File: src/design/dcc_params.svh
// constants of the dsp core control register block
// Operation
// - top control bit set selects variable exception latency; reset gives fixed latency
// - multiply sign field 00 means signed operands, 01 unsigned; resets to signed
// - read-only three-bit field reports active hardware loops, 0 to 7
// - first accumulator saturation enable is writable and resets off
// - second accumulator saturation enable is writable, independent, resets off
// - data-space write saturation enable is writable and resets to one
// - mode bit picks super or normal saturation; reset gives normal
// - priority top bit heads cpu priority level; readable, clearable, resets zero
// - writing one to early-end bit ends current loop after this iteration
// - early-end bit always reads zero
`ifndef DCC_PARAMS_SVH
`define DCC_PARAMS_SVH

`define DCC_CORE_CTRL_OFS 4'h0
`define DCC_CORE_CTRL_RST 16'h0020

`define DCC_VAR_LAT_BIT 15
`define DCC_UNUSED_BIT 14
`define DCC_MSIGN_HI 13
`define DCC_MSIGN_LO 12
`define DCC_EARLY_BIT 11
`define DCC_DEPTH_HI 10
`define DCC_DEPTH_LO 8
`define DCC_ACCUMULATOR_A_BIT 7
`define DCC_ACCUMULATOR_B_BIT 6
`define DCC_SDW_BIT 5
`define DCC_SATM_BIT 4
`define DCC_PRIO_BIT 3
`define DCC_SFA_BIT 2
`define DCC_RND_BIT 1
`define DCC_FRAC_BIT 0

`define DCC_MSIGN_SIGNED 2'h0
`define DCC_MSIGN_UNSIGNED 2'h1
`define DCC_DEPTH_MAX 3'h7

`define DCC_RESP_OKAY 2'h0
`define DCC_RESP_SLVERR 2'h2

`endif

File: src/design/dcc_pkg.sv
// types shared by the dsp core control register block
`include "dcc_params.svh"

package dcc_pkg;

  typedef struct packed {
    logic [15:0] data;
    logic [1:0] strb;
  } dcc_wr_s;

  typedef struct packed {
    logic var_latency;
    logic mult_unsigned;
    logic acc_a_sat_en;
    logic acc_b_sat_en;
    logic space_write_sat_en;
    logic sat_mode_sel;
    logic rounding_sel;
    logic int_frac_sel;
  } dcc_ctrl_s;

  typedef enum logic [1:0] {
    DCC_W_COLLECT = 2'b01,
    DCC_W_RESP = 2'b10
  } dcc_wst_e;

  function automatic logic dcc_hit(input logic [3:0] addr);
    logic [3:0] ofs;
    ofs = `DCC_CORE_CTRL_OFS;
    return addr[3:2] == ofs[3:2];
  endfunction

endpackage

File: src/design/dcc_axil_slave.sv
// axi4-lite slave front end for the core control register
`timescale 1ns/1ps
`default_nettype none
`include "dcc_params.svh"
module dcc_axil_slave
  import dcc_pkg::*;
(
  input wire logic clk_sys,
  input wire logic reset,
  input wire logic [3:0] s_awaddr,
  input wire logic s_awvalid,
  output logic s_awready,
  input wire logic [31:0] s_wdata,
  input wire logic [3:0] s_wstrb,
  input wire logic s_wvalid,
  output logic s_wready,
  output logic [1:0] s_bresp,
  output logic s_bvalid,
  input wire logic s_bready,
  input wire logic [3:0] s_araddr,
  input wire logic s_arvalid,
  output logic s_arready,
  output logic [31:0] s_rdata,
  output logic [1:0] s_rresp,
  output logic s_rvalid,
  input wire logic s_rready,
  output logic wr_en,
  output dcc_wr_s wr_req,
  input wire logic [15:0] rd_word
);
  dcc_wst_e st_ff;
  logic aw_got_ff, w_got_ff, rvalid_ff;
  logic [3:0] awaddr_ff;
  logic [31:0] wdata_ff, rdata_ff;
  logic [3:0] wstrb_ff;
  logic [1:0] bresp_ff, rresp_ff;
  logic aw_now, w_now, have_aw, have_w, ar_now;
  logic [3:0] wa;
  logic [31:0] wd;
  logic [3:0] ws;

  assign s_awready = (st_ff == DCC_W_COLLECT) && !aw_got_ff;
  assign s_wready = (st_ff == DCC_W_COLLECT) && !w_got_ff;
  assign s_bvalid = (st_ff == DCC_W_RESP);
  assign s_bresp = bresp_ff;
  assign aw_now = s_awvalid && s_awready;
  assign w_now = s_wvalid && s_wready;
  assign have_aw = aw_got_ff || aw_now;
  assign have_w = w_got_ff || w_now;
  assign wa = aw_got_ff ? awaddr_ff : s_awaddr;
  assign wd = w_got_ff ? wdata_ff : s_wdata;
  assign ws = w_got_ff ? wstrb_ff : s_wstrb;
  // write lands in the cycle both halves are present
  assign wr_en = (st_ff == DCC_W_COLLECT) && have_aw && have_w
    && dcc_hit(wa);
  assign wr_req = '{data: wd[15:0], strb: ws[1:0]};

  always_ff @(posedge clk_sys or posedge reset) begin
    if (reset) begin
      st_ff <= DCC_W_COLLECT;
      aw_got_ff <= 1'b0;
      w_got_ff <= 1'b0;
      bresp_ff <= `DCC_RESP_OKAY;
    end else begin
      case (st_ff)
        DCC_W_COLLECT: begin
          if (have_aw && have_w) begin
            st_ff <= DCC_W_RESP;
            aw_got_ff <= 1'b0;
            w_got_ff <= 1'b0;
            bresp_ff <= dcc_hit(wa) ? `DCC_RESP_OKAY : `DCC_RESP_SLVERR;
          end else begin
            aw_got_ff <= have_aw;
            w_got_ff <= have_w;
          end
        end
        DCC_W_RESP: begin
          if (s_bready) begin
            st_ff <= DCC_W_COLLECT;
          end
        end
        default: begin
          st_ff <= DCC_W_COLLECT;
        end
      endcase
    end
  end

  always_ff @(posedge clk_sys or posedge reset) begin
    if (reset) begin
      awaddr_ff <= 4'h0;
      wdata_ff <= 32'h0;
      wstrb_ff <= 4'h0;
    end else begin
      if (aw_now) begin
        awaddr_ff <= s_awaddr;
      end
      if (w_now) begin
        wdata_ff <= s_wdata;
        wstrb_ff <= s_wstrb;
      end
    end
  end

  assign s_arready = !rvalid_ff;
  assign ar_now = s_arvalid && s_arready;
  assign s_rvalid = rvalid_ff;
  assign s_rdata = rdata_ff;
  assign s_rresp = rresp_ff;

  always_ff @(posedge clk_sys or posedge reset) begin
    if (reset) begin
      rvalid_ff <= 1'b0;
      rdata_ff <= 32'h0;
      rresp_ff <= `DCC_RESP_OKAY;
    end else if (ar_now) begin
      rvalid_ff <= 1'b1;
      rdata_ff <= dcc_hit(s_araddr) ? {16'h0, rd_word} : 32'h0;
      rresp_ff <= dcc_hit(s_araddr) ? `DCC_RESP_OKAY : `DCC_RESP_SLVERR;
    end else if (s_rready) begin
      rvalid_ff <= 1'b0;
    end
  end
endmodule // dcc_axil_slave
`default_nettype wire

File: src/design/dcc_core_ctrl.sv
// dsp core control register with axi4-lite access
//
// The register addresses and register access over AXI4-Lite were decided locally.
`timescale 1ns/1ps
`default_nettype none
`include "dcc_params.svh"
module dcc_core_ctrl
  import dcc_pkg::*;
(
  input wire logic clk_sys,
  input wire logic reset,
  input wire logic [3:0] s_awaddr,
  input wire logic s_awvalid,
  output logic s_awready,
  input wire logic [31:0] s_wdata,
  input wire logic [3:0] s_wstrb,
  input wire logic s_wvalid,
  output logic s_wready,
  output logic [1:0] s_bresp,
  output logic s_bvalid,
  input wire logic s_bready,
  input wire logic [3:0] s_araddr,
  input wire logic s_arvalid,
  output logic s_arready,
  output logic [31:0] s_rdata,
  output logic [1:0] s_rresp,
  output logic s_rvalid,
  input wire logic s_rready,
  input wire logic loop_start,
  input wire logic loop_finish,
  input wire logic loop_iter_end,
  input wire logic prio_top_set,
  input wire logic [2:0] prio_low_bits,
  input wire logic stack_frame_active,
  output dcc_ctrl_s ctrl,
  output logic [3:0] cpu_prio_level,
  output logic [2:0] loop_depth,
  output logic loop_early_end,
  output logic loop_cut
);
  logic wr_en;
  dcc_wr_s wr_req;
  logic [15:0] rd_word;
  logic lo_wr, hi_wr, early_req;
  logic var_lat_ff;
  logic [1:0] mult_sign_sel_ff;
  logic acc_a_sat_en_ff;
  logic acc_b_sat_en_ff;
  logic space_write_sat_en_ff;
  logic sat_mode_sel_ff;
  logic prio_top_bit_ff;
  logic rounding_sel_ff;
  logic int_frac_sel_ff;

  dcc_axil_slave u_bus (
    .clk_sys(clk_sys),
    .reset(reset),
    .s_awaddr(s_awaddr),
    .s_awvalid(s_awvalid),
    .s_awready(s_awready),
    .s_wdata(s_wdata),
    .s_wstrb(s_wstrb),
    .s_wvalid(s_wvalid),
    .s_wready(s_wready),
    .s_bresp(s_bresp),
    .s_bvalid(s_bvalid),
    .s_bready(s_bready),
    .s_araddr(s_araddr),
    .s_arvalid(s_arvalid),
    .s_arready(s_arready),
    .s_rdata(s_rdata),
    .s_rresp(s_rresp),
    .s_rvalid(s_rvalid),
    .s_rready(s_rready),
    .wr_en(wr_en),
    .wr_req(wr_req),
    .rd_word(rd_word)
  );

  dcc_loop_tracker u_loop (
    .clk_sys(clk_sys),
    .reset(reset),
    .loop_start(loop_start),
    .loop_finish(loop_finish),
    .loop_iter_end(loop_iter_end),
    .early_req(early_req),
    .loop_depth(loop_depth),
    .early_pending(loop_early_end),
    .loop_cut(loop_cut)
  );

  // byte lanes of the 16-bit register
  assign lo_wr = wr_en && wr_req.strb[0];
  assign hi_wr = wr_en && wr_req.strb[1];
  // trigger only, never stored
  assign early_req = hi_wr && wr_req.data[`DCC_EARLY_BIT];

  always_ff @(posedge clk_sys or posedge reset) begin
    if (reset) begin
      var_lat_ff <= 1'b0;
    end else if (hi_wr) begin
      var_lat_ff <= wr_req.data[`DCC_VAR_LAT_BIT];
    end
  end

  always_ff @(posedge clk_sys or posedge reset) begin
    if (reset) begin
      mult_sign_sel_ff <= `DCC_MSIGN_SIGNED;
    end else if (hi_wr) begin
      mult_sign_sel_ff <=
        wr_req.data[`DCC_MSIGN_HI:`DCC_MSIGN_LO];
    end
  end

  always_ff @(posedge clk_sys or posedge reset) begin
    if (reset) begin
      acc_a_sat_en_ff <= 1'b0;
      acc_b_sat_en_ff <= 1'b0;
      space_write_sat_en_ff <= 1'b1;
      sat_mode_sel_ff <= 1'b0;
      rounding_sel_ff <= 1'b0;
      int_frac_sel_ff <= 1'b0;
    end else if (lo_wr) begin
      acc_a_sat_en_ff <= wr_req.data[`DCC_ACCUMULATOR_A_BIT];
      acc_b_sat_en_ff <= wr_req.data[`DCC_ACCUMULATOR_B_BIT];
      space_write_sat_en_ff <= wr_req.data[`DCC_SDW_BIT];
      sat_mode_sel_ff <= wr_req.data[`DCC_SATM_BIT];
      rounding_sel_ff <= wr_req.data[`DCC_RND_BIT];
      int_frac_sel_ff <= wr_req.data[`DCC_FRAC_BIT];
    end
  end

  // core raises it, software may only clear it; a raise wins
  always_ff @(posedge clk_sys or posedge reset) begin
    if (reset) begin
      prio_top_bit_ff <= 1'b0;
    end else if (prio_top_set) begin
      prio_top_bit_ff <= 1'b1;
    end else if (lo_wr && !wr_req.data[`DCC_PRIO_BIT]) begin
      prio_top_bit_ff <= 1'b0;
    end
  end

  always_comb begin
    rd_word = 16'h0;
    rd_word[`DCC_VAR_LAT_BIT] = var_lat_ff;
    rd_word[`DCC_MSIGN_HI:`DCC_MSIGN_LO] = mult_sign_sel_ff;
    rd_word[`DCC_EARLY_BIT] = 1'b0;
    rd_word[`DCC_DEPTH_HI:`DCC_DEPTH_LO] = loop_depth;
    rd_word[`DCC_ACCUMULATOR_A_BIT] = acc_a_sat_en_ff;
    rd_word[`DCC_ACCUMULATOR_B_BIT] = acc_b_sat_en_ff;
    rd_word[`DCC_SDW_BIT] = space_write_sat_en_ff;
    rd_word[`DCC_SATM_BIT] = sat_mode_sel_ff;
    rd_word[`DCC_PRIO_BIT] = prio_top_bit_ff;
    rd_word[`DCC_SFA_BIT] = stack_frame_active;
    rd_word[`DCC_RND_BIT] = rounding_sel_ff;
    rd_word[`DCC_FRAC_BIT] = int_frac_sel_ff;
  end

  assign ctrl.var_latency = var_lat_ff;
  // only code 01 asks for unsigned operands
  assign ctrl.mult_unsigned =
    mult_sign_sel_ff == `DCC_MSIGN_UNSIGNED;
  assign ctrl.acc_a_sat_en = acc_a_sat_en_ff;
  assign ctrl.acc_b_sat_en = acc_b_sat_en_ff;
  assign ctrl.space_write_sat_en = space_write_sat_en_ff;
  assign ctrl.sat_mode_sel = sat_mode_sel_ff;
  assign ctrl.rounding_sel = rounding_sel_ff;
  assign ctrl.int_frac_sel = int_frac_sel_ff;
  assign cpu_prio_level = {prio_top_bit_ff, prio_low_bits};
endmodule // dcc_core_ctrl
`default_nettype wire

File: src/design/dcc_loop_tracker.sv
// hardware loop nesting counter with early termination
`timescale 1ns/1ps
`default_nettype none
`include "dcc_params.svh"
module dcc_loop_tracker
  import dcc_pkg::*;
(
  input wire logic clk_sys,
  input wire logic reset,
  input wire logic loop_start,
  input wire logic loop_finish,
  input wire logic loop_iter_end,
  input wire logic early_req,
  output logic [2:0] loop_depth,
  output logic early_pending,
  output logic loop_cut
);
  logic [2:0] depth_ff;
  logic pend_ff;
  logic up, down;

  assign loop_depth = depth_ff;
  assign early_pending = pend_ff;
  // pending request ends the loop at its iteration boundary
  assign loop_cut = pend_ff && loop_iter_end;
  assign up = loop_start && depth_ff != `DCC_DEPTH_MAX;
  assign down = (loop_finish || loop_cut) && depth_ff != 3'h0;

  always_ff @(posedge clk_sys or posedge reset) begin
    if (reset) begin
      depth_ff <= 3'h0;
    end else if (up && !down) begin
      depth_ff <= depth_ff + 3'h1;
    end else if (down && !up) begin
      depth_ff <= depth_ff - 3'h1;
    end
  end

  // a new request in the clearing cycle wins
  always_ff @(posedge clk_sys or posedge reset) begin
    if (reset) begin
      pend_ff <= 1'b0;
    end else if (early_req && depth_ff != 3'h0) begin
      pend_ff <= 1'b1;
    end else if (loop_iter_end) begin
      pend_ff <= 1'b0;
    end
  end
endmodule // dcc_loop_tracker
`default_nettype wire

File: config.mk
export PLATFORM = sky130hd
export DESIGN_NAME = dcc_core_ctrl
export DESIGN_NICKNAME = d
export VERILOG_FILES = /design/src/design/dcc_pkg.sv /design/src/design/dcc_axil_slave.sv /design/src/design/dcc_core_ctrl.sv /design/src/design/dcc_loop_tracker.sv
export VERILOG_INCLUDE_DIRS = /design/src /design/src/design
export SDC_FILE = /design/constraint.sdc
export NUM_CORES = 1
export LEC_CHECK = 0
export BUFFER_PORTS_ARGS = -buffer_cell sky130_fd_sc_hd__buf_2
export CAP_MARGIN = 0
export CORE_MARGIN = 5
export CORE_UTILIZATION = 35
export DETAILED_ROUTE_END_ITERATION = 8
export PLACE_DENSITY = 0.72
export SLEW_MARGIN = 10
export SYNTH_ARGS = -nofsm -noshare
export SYNTH_HDL_FRONTEND = slang
export SYNTH_SLANG_ARGS = --single-unit
File: constraint.sdc
create_clock -name clk_sys -period 3.5 [get_ports clk_sys]
set_input_delay 0.7 -clock clk_sys [delete_from_list [all_inputs] [get_ports clk_sys]]
set_output_delay 0.7 -clock clk_sys [all_outputs]
set_load 0.01 [all_outputs]
==> out/results.ini, run 1 <==
[global_routing]
grt_pass1_wl_um=7620
antenna_found_initial=0
grt_pass1_vias=1541
grt_util_all_layers=0.112
grt_max_degree=51
grt-ovfl-total=0

[worst_setup_path]
critPathKind=reg2reg
cp.depth=8
reg2reg_depth=8
slowest_stage=dfrtp_1
worst-path-buf-inv=1
critPathMaxFanout=6
cp-endpoint=u_loop.loop_depth[2]
crit_path_end_kind=register
r2r-start=u_loop.loop_depth[0]
critPathTopFamily=adder cells
startpoint=u_loop.loop_depth[0]
r2r_setup_slack_ns=1.48
cp_cell_sequence=nor3_1 > o21bai_1 > ha_1 > inv_1 > fa_1 > xor2_1 > nor2_1 > xor2_1
start_kind=register
worstPathRequired_ns=3.73
crit_path_max_incr_delay_ns=0.47
crit_top_cell=xor2_1
reg2reg_to=u_loop.loop_depth[2]
worstPathArrival_ns=2.25

[yosys]
synth_top_area_frac=0.506
postSynthAreaPerCell_sq_um=12.4
yosysSeqAreaShare=0.528
synthFlopType=dfrtp_1
netlist_instances=191
synth_commonest_cells=48 x dfrtp_1, 35 x mux2_2, 31 x buf_4, 15 x a22o_1, 13 x nor2_1
async_flop_share=1.00
synthTopCellsByArea=dfrtp_1 51%, mux2_2 17%, buf_4 9.8%, a22o_1 5.5%, dfstp_2 2.2%
synth_cell_types=31
synthesis.area_sq_um=2370
synth_warnings=0
yosysMostFrequentCell=dfrtp_1
synth_top_area_cell=dfrtp_1
synth_edf_count=0
synth-seq-cells=50

[flow_run]
max_cap_violations=0

[hold_path]
hold_class=reg2reg

[finish]
n_fill_cell=647
seqCellArea_sq_um=1250
multi_input_area_sq_um=911
final_nets=308
syn_to_final_growth_pct=15.0
antenna_cells=0
drive_gt1_frac=0.472

[route]
dr.pass1.iters=4
wl_per_cell_um=14.0
drc=0
ant_nets=0
wirelength_um=4600
viasPerCell=4.69
drt_iter0_drc=25
vias=1537

[floorplanning]
die_w_um=92.3
core-area_sq_um=6680
initial_core_util=0.355
die_h_um=92.3
rows=30
io_pins=117
dieArea_sq_um=8520

[sta]
period_minus_slack_ns=2.02
finClkSkew_ns=0.0101
maxSlewViolCount=0
final-setup-viol-count=0
hold_viol=0
worst_pin_slew_ns=1.05
rsz0062_at_grt=no
min_period_over_period=0.579
tns_ns=0
max_freq_mhz=494
slew_headroom=0.300
worst_slack_ns=1.48

[clocking]
clk_pin_slew_ns=0.09
cts_max_path_buffers=2
cts_root_buf=clkbuf_8
cts_sinks=50
numCtsBuffers=5
ctsResizeCount=0
clk_latency_ns=0.30
tritoncts=yes
cts_setup_buffers=0
h-tree-depth=2
hold_buffers=0

[pwr]
cellLeakagePower_uw=0.00136
power_density_nw_per_um2=780
ir_drop_v=0.000362

[placement]
gp_routability_congestion=0.667
dpl_worst_slack_ns=1.22
place.detailed.hpwl_um=3440
io_buffer_count=63

[outcome]
status=finished, final reports clean

-- state kept, by name (all words and copies together) (netlist names) --
register / cells
acc_b_sat_en_ff: 1
sat_mode_sel_ff: 1
rounding_sel_ff: 1
u_bus.awaddr_ff: 2
u_loop.loop_depth: 3
int_frac_sel_ff: 1
acc_a_sat_en_ff: 1
mult_sign_sel_ff: 2
u_loop.early_pending: 1
u_bus.w_got_ff: 1
u_bus.s_rresp: 1
prio_top_bit_ff: 1
u_bus.aw_got_ff: 1
space_write_sat_en_ff: 1
u_bus.s_bresp: 1
u_bus.wstrb_ff: 2
var_lat_ff: 1
u_bus.s_rvalid: 1
u_bus.wdata_ff: 11
u_bus.st_ff: 2
u_bus.s_rdata: 14
-- final cells by class --
type                            count  share of cell area
Clock buffer                        6              0.0303
Tap cell                           80              0.0367
Multi-Input combinational cell    116               0.334
Timing Repair Buffer               66               0.124
Inverter                            8              0.0110
Clock inverter                      2             0.00459
Sequential cell                    50               0.460
-- worst register-to-register path, stage by stage, from the launching register on --
cell	delay (ns)
dfrtp_1	0.47
nor3_1	0.29
o21bai_1	0.16
ha_1	0.20
inv_1	0.06
fa_1	0.37
xor2_1	0.15
nor2_1	0.11
xor2_1	0.16
-- routing by layer --
| layer | track usage | vias to the layer above | share of wire |
|---|---|---|---|
| met5 | 0 | - | 0 |
| met4 | 0.0297 | 0 | 0.0065 |
| met3 | 0.0301 | 5 | 0.067 |
| met2 | 0.185 | 50 | 0.49 |
| met1 | 0.145 | 766 | 0.44 |
| li1 | - | 716 | - |
-- through the flow --
stage	cells	hold WS [ns]	util	cell area (sq um)	power (uW)
floorplan	210	0.475	-	2440	1610
global placement	320	0.482	0.394	2630	1770
detailed placement	320	0.485	0.394	2630	1810
CTS	328	0.511	0.408	2730	2170
global route	328	0.525	0.408	2730	2300
finish	328	0.505	0.408	2730	2130
-- cell usage in the layout (no fill, tap or decap), types with 3 or more instances in the layout --
cell,count
dfrtp_1,48
a22o_1,15
clkbuf_8,6
inv_1,7
buf_4,3
conb_1,20
nor2_1,13
buf_2,63
a21oi_1,5
mux2i_1,3
mux2_2,35
nor2b_1,3
-- worst min-delay path by stage --
| stage | startpoint | endpoint | slack [ns] | cells past startpoint |
|---|---|---|---|---|
| CTS | u_bus.s_rdata[5] | u_bus.s_rdata[5] | 0.51 | 1 |
| global placement | u_bus.s_rdata[7] | u_bus.s_rdata[7] | 0.48 | 1 |
| detailed placement | u_bus.s_rdata[3] | u_bus.s_rdata[3] | 0.49 | 1 |
| floorplan | u_bus.wdata_ff[0] | u_bus.wdata_ff[0] | 0.47 | 1 |
| finish | u_bus.s_rdata[8] | u_bus.s_rdata[8] | 0.50 | 1 |
| global route | u_bus.wdata_ff[4] | u_bus.wdata_ff[4] | 0.53 | 1 |
-- logic make-up after synthesis --
logic type | count (synthesis) | share of synthesized area
flip-flops | 50 | 0.528
buffers and inverters | 44 | 0.120
multiplexers | 38 | 0.179
AND/OR/NAND/NOR | 28 | 0.0675
AO/OA/AOI/OAI | 25 | 0.0791
XOR/XNOR | 3 | 0.0111
adder cells (fa/ha/maj) | 2 | 0.0137
other | 1 | 0.00158
-- where the power goes --
| part | leakage, uW | switching [uW] | internal (uW) |
|---|---|---|---|
| combinational | 0.000702 | 383 | 437 |
| clock | 0.0000472 | 190 | 159 |
| sequential | 0.000614 | 152 | 807 |
| total | 0.00136 | 725 | 1400 |
Power figures use the tool's default switching activity.
==> run 2: changes to the inputs <==
--- a/config.mk
+++ b/config.mk
@@ -6,12 +6,13 @@
 export SDC_FILE = /design/constraint.sdc
 export NUM_CORES = 1
 export LEC_CHECK = 0
+export ABC_AREA = 1
 export BUFFER_PORTS_ARGS = -buffer_cell sky130_fd_sc_hd__buf_2
 export CAP_MARGIN = 0
 export CORE_MARGIN = 5
 export CORE_UTILIZATION = 35
 export DETAILED_ROUTE_END_ITERATION = 8
-export PLACE_DENSITY = 0.72
+export PLACE_DENSITY = 0.74
 export SLEW_MARGIN = 10
 export SYNTH_ARGS = -nofsm -noshare
 export SYNTH_HDL_FRONTEND = slang
==> constraint.sdc (replaced) <==
create_clock -name clk_sys -period 1.75 [get_ports clk_sys]
set_input_delay 0.35 -clock clk_sys [delete_from_list [all_inputs] [get_ports clk_sys]]
set_output_delay 0.35 -clock clk_sys [all_outputs]
set_load 0.01 [all_outputs]
==> out/results.ini, run 2 <==
[clocking]
hold_buffers=0
clk_latency_ns=0.30
cts_sinks=50
clk_pin_slew_ns=0.09
cts_root_buf=clkbuf_8
numCtsBuffers=5
h-tree-depth=2
cts_max_path_buffers=2
tritoncts=yes

[worst_setup_path]
slowest_stage=dfrtp_1
critPathMaxFanout=4
cp_cell_sequence=inv_2 > nand3_4 > o21ai_2 > ha_2 > inv_2 > fa_2 > a21oi_2 > o21ai_1 > xor2_1
worstPathRequired_ns=1.94
worstPathArrival_ns=1.89
crit_path_max_incr_delay_ns=0.40
worst-path-buf-inv=2
critPathKind=reg2reg
crit_top_cell=inv_2
crit_path_end_kind=register
start_kind=register
critPathTopFamily=adder cells

[yosys]
synth_top_area_frac=0.493
synthFlopType=dfrtp_1
synth_edf_count=0
netlist_instances=276
synth_cell_types=28
synth_warnings=0
synthesis.area_sq_um=2440
async_flop_share=1.00
synth_top_area_cell=dfrtp_1
synth_commonest_cells=61 x nand2_1, 48 x dfrtp_1, 35 x inv_1, 33 x o21ai_0, 32 x buf_4
synthTopCellsByArea=dfrtp_1 49%, buf_4 9.9%, nand2_1 9.4%, o21ai_0 6.8%, inv_1 5.4%
yosysSeqAreaShare=0.514
yosysMostFrequentCell=nand2_1
synth-seq-cells=50
postSynthAreaPerCell_sq_um=8.84

[pwr]
power_density_nw_per_um2=1530
cellLeakagePower_uw=0.00160
ir_drop_v=0.000504

[placement]
io_buffer_count=63
placedInstanceArea_sq_um=2750
place.detailed.hpwl_um=3930
gp_routability_congestion=0.729

[sta]
hold_viol=0
max_freq_mhz=586
period_minus_slack_ns=1.71
min_period_over_period=0.975
final-setup-viol-count=0
finClkSkew_ns=0.00736
maxSlewViolCount=0
rsz0062_at_grt=yes

[route]
dr.pass1.iters=4
ant_nets=0
drt_iter0_drc=53
wl_per_cell_um=11.4
viasPerCell=4.25
vias=1856
drc=0
wirelength_um=4970

[global_routing]
grt_max_degree=36
grt_pass1_vias=1826
grt_pass1_wl_um=8290
grt_util_all_layers=0.117
antenna_found_initial=0
grt-ovfl-total=0

[floorplanning]
rows=30
die_w_um=93.5
io_pins=117
core-area_sq_um=6790
die_h_um=93.5
dieArea_sq_um=8740
initial_core_util=0.359

[flow_run]
max_cap_violations=0

[finish]
multi_input_area_sq_um=871
n_fill_cell=689
syn_to_final_growth_pct=20.3
finalInstanceArea_sq_um=2930
fin_util=0.432
final_common_cell=buf_2
final_nets=401
antenna_cells=0
largest_register_ffs=14
final_cell_mix=63 x buf_2, 61 x nand2_1, 47 x dfrtp_1
seqCellArea_sq_um=1250
drive_gt1_frac=0.320

[outcome]
status=finished, final reports clean

[hold_path]
hold_class=in2async

==> run 2: cell types whose count changed in the layout (fill, tap and decap cells not counted), moves of 10 or more <==
cell	previous run	this run
buf_4	3	13
inv_1	7	30
mux2_2	35	0
nand2_1	2	61
nand3_1	0	11
o21ai_0	2	31
==> run 2: layout make-up <==
cell class / instances / area share
tap: 96 / 0.0410
inverter: 36 / 0.0469
sequential: 50 / 0.428
timing repair buffer: 77 / 0.148
clock inverter: 1 / 0.0102
multi-input combinational: 170 / 0.297
clock buffer: 7 / 0.0294
==> run 2: power breakdown <==
| part | internal [uW] | switching, uW |
|---|---|---|
| clock network | 466 | 359 |
| registers | 1600 | 308 |
| logic | 744 | 1010 |
| total | 2810 | 1680 |
==> run 2: per-stage QoR <==
| step | power [uW] | TNS [ns] | hold WS, ns | setup slack, ns | instances |
|---|---|---|---|---|---|
| global route | 4880 | -0.0486 | 0.0216 | -0.0486 | 437 |
| CTS | 4460 | 0 | 0.00848 | 0.00354 | 434 |
| detailed placement | 3580 | -0.143 | 0.337 | -0.143 | 425 |
| floorplan | 3100 | 0 | 0.442 | 0.0108 | 295 |
| finish | 4490 | 0 | 0.00454 | 0.0431 | 437 |
| global placement | 3490 | -0.0475 | 0.339 | -0.0475 | 425 |
==> run 2: final timing paths <==
check,cells after the start,end,slack [ns],startpoint
worst max-delay path,9,u_loop.loop_depth[2],0.04,u_loop.loop_depth[1]
worst min-delay path,2,u_loop.early_pending,0.005,reset
worst max register to register,9,u_loop.loop_depth[2],0.04,u_loop.loop_depth[1]
worst min register to register,2,space_write_sat_en_ff,0.48,space_write_sat_en_ff
max in group asynchronous,3,space_write_sat_en_ff,1.19,reset
min in group clk_sys,2,u_bus.s_rvalid,0.24,s_rready
==> run 2: what timing repair did <==
item | CTS | global route
pin swaps | 0 | 4
hold endpoints to repair | 0 | 0
endpoints found under the setup margin | 1 | 2
resized for setup | 5 | 7
buffers inserted | 1 | 3
==> run 2: per-layer routing <==
layer  global-route usage  vias up  part of all wire
met5                    0        -                 0
met4               0.0427        0             0.017
met3               0.0402        7             0.082
met2                0.194       60              0.47
met1                0.140      844              0.43
li1                     -      945                 -
==> run 2: logic make-up after synthesis <==
group | share of synthesized area
and+or+nand+nor | 0.171
DFF | 0.514
AOI/OAI and AO/OA | 0.122
adders and majority gates | 0.0133
xor gates and xnor gates | 0.00718
buffers and inverters | 0.170
other | 0.00154
==> run 3: changes to the inputs <==
--- a/config.mk
+++ b/config.mk
@@ -12,7 +12,7 @@
 export CORE_MARGIN = 5
 export CORE_UTILIZATION = 35
 export DETAILED_ROUTE_END_ITERATION = 8
-export PLACE_DENSITY = 0.74
+export PLACE_DENSITY = 0.66
 export SLEW_MARGIN = 10
 export SYNTH_ARGS = -nofsm -noshare
 export SYNTH_HDL_FRONTEND = slang
==> out/results.ini, run 3 (synthesized netlist as in run 2, its figures left out) <==
[route]
viasPerCell=4.22
dr.pass1.iters=4
wl_per_cell_um=11.1
wirelength_um=4830
drc=0
ant_nets=0
drt_iter0_drc=74
vias=1846

[finish]
seqCellArea_sq_um=1250
drive_gt1_frac=0.323
final_nets=401
final_common_cell=buf_2
final_cell_mix=63 x buf_2, 61 x nand2_1, 47 x dfrtp_1
fin_util=0.427
n_fill_cell=731
antenna_cells=0
largest_register_ffs=14
multi_input_area_sq_um=866
syn_to_final_growth_pct=18.9

[worst_setup_path]
critPathMaxFanout=3
worstPathArrival_ns=1.85
crit_path_end_kind=register
worstPathRequired_ns=1.94
critPathKind=reg2reg
start_kind=register

[clocking]
clk_pin_slew_ns=0.09
tritoncts=yes
clk_latency_ns=0.30
hold_buffers=0
cts_root_buf=clkbuf_8
numCtsBuffers=5
cts_max_path_buffers=2
cts_sinks=50
h-tree-depth=2

[global_routing]
top_usage_layer=met2
use_met3=0.0370
grt-ovfl-total=0
grtUsageMet2=0.182
antenna_found_initial=0
grt_pass1_wl_um=8050
grt_max_degree=32
gr-usage-met1=0.148
grt_pass1_vias=1741
grt_util_all_layers=0.113

[pwr]
p_comb_frac=0.406
power_density_nw_per_um2=1480
cellLeakagePower_uw=0.00158
p_sw_uw=1630
p_clk_frac=0.157
ir_drop_v=0.000486
p_sw_frac=0.380
p_int_uw=2670
p_seq_frac=0.437

[flow_run]
max_cap_violations=0

[sta]
min_period_over_period=0.952
max_freq_mhz=600
whs_ns=0.0515
finClkSkew_ns=0.00661
final-setup-viol-count=0
period_minus_slack_ns=1.67
hold_viol=0
maxSlewViolCount=0
worst_slack_ns=0.0841

[floorplanning]
rows=30
die_h_um=93.5
initial_core_util=0.359
die_w_um=93.5
io_pins=117
dieArea_sq_um=8740
core-area_sq_um=6790

[outcome]
status=finished, final reports clean

[placement]
io_buffer_count=63
gp_routability_congestion=0.752
place.detailed.hpwl_um=3800
dpl_worst_slack_ns=-0.0691

[hold_path]
hold_class=in2async

==> run 3: metrics by stage <==
stage | setup TNS [ns] | cell area, sq um | instances | total power (uW)
after CTS | 0 | 2870 | 435 | 4300
after detailed placement | -0.0691 | 2760 | 426 | 3570
after global routing | -0.00364 | 2900 | 437 | 4710
final | 0 | 2900 | 437 | 4300
after floorplan | 0 | 2510 | 295 | 3100
after global placement | -0.0490 | 2760 | 426 | 3520
==> run 3: cell type report <==
type / instances / share of cell area
Sequential cell: 50 / 0.433
Multi-Input combinational cell: 170 / 0.299
Timing Repair Buffer: 77 / 0.149
Inverter: 36 / 0.0466
Tap cell: 96 / 0.0414
Clock buffer: 7 / 0.0298
Clock inverter: 1 / 0.00173
==> run 3: final timing paths <==
path	start	endpoint	slack, ns	depth (start not counted)
max	u_loop.loop_depth[0]	u_loop.loop_depth[2]	0.08	9
min	reset	u_loop.early_pending	0.05	2
max reg2reg	u_loop.loop_depth[0]	u_loop.loop_depth[2]	0.08	9
min reg2reg	space_write_sat_en_ff	space_write_sat_en_ff	0.48	2
max in group asynchronous	reset	space_write_sat_en_ff	1.11	3
min in group clk_sys	prio_top_set	prio_top_bit_ff	0.24	3
==> run 3: critical path, cell delays in order (launching register included) <==
cell	delay [ns]
dfrtp_2	0.42
inv_2	0.08
nand3_2	0.09
o21ai_2	0.07
ha_2	0.18
inv_2	0.04
fa_2	0.34
a21oi_2	0.12
o21ai_1	0.08
xor2_1	0.14
==> run 3: what timing repair did <==
item / CTS / global route
gates resized for setup: 4 / 7
pin swaps: 0 / 2
endpoints found under the setup margin: 1 / 2
setup buffers: 1 / 2
==> run 3: power groups by stage <==
stage | Combinational [uW] | Clock, uW | Sequential [uW]
after detailed placement | 1660 | 0 | 1910
after floorplan | 1210 | 0 | 1890
after global placement | 1630 | 0 | 1890
final | 1740 | 676 | 1880
after CTS | 1700 | 712 | 1890
after global routing | 2010 | 751 | 1950
==> run 3: per-layer routing <==
layer | routed length (um) | share of wire | vias to the layer above
met5 | 0 | 0 | -
met2 | 2260 | 0.47 | 55
li1 | - | - | 950
met3 | 395 | 0.082 | 6
met4 | 40 | 0.0083 | 0
met1 | 2140 | 0.44 | 835
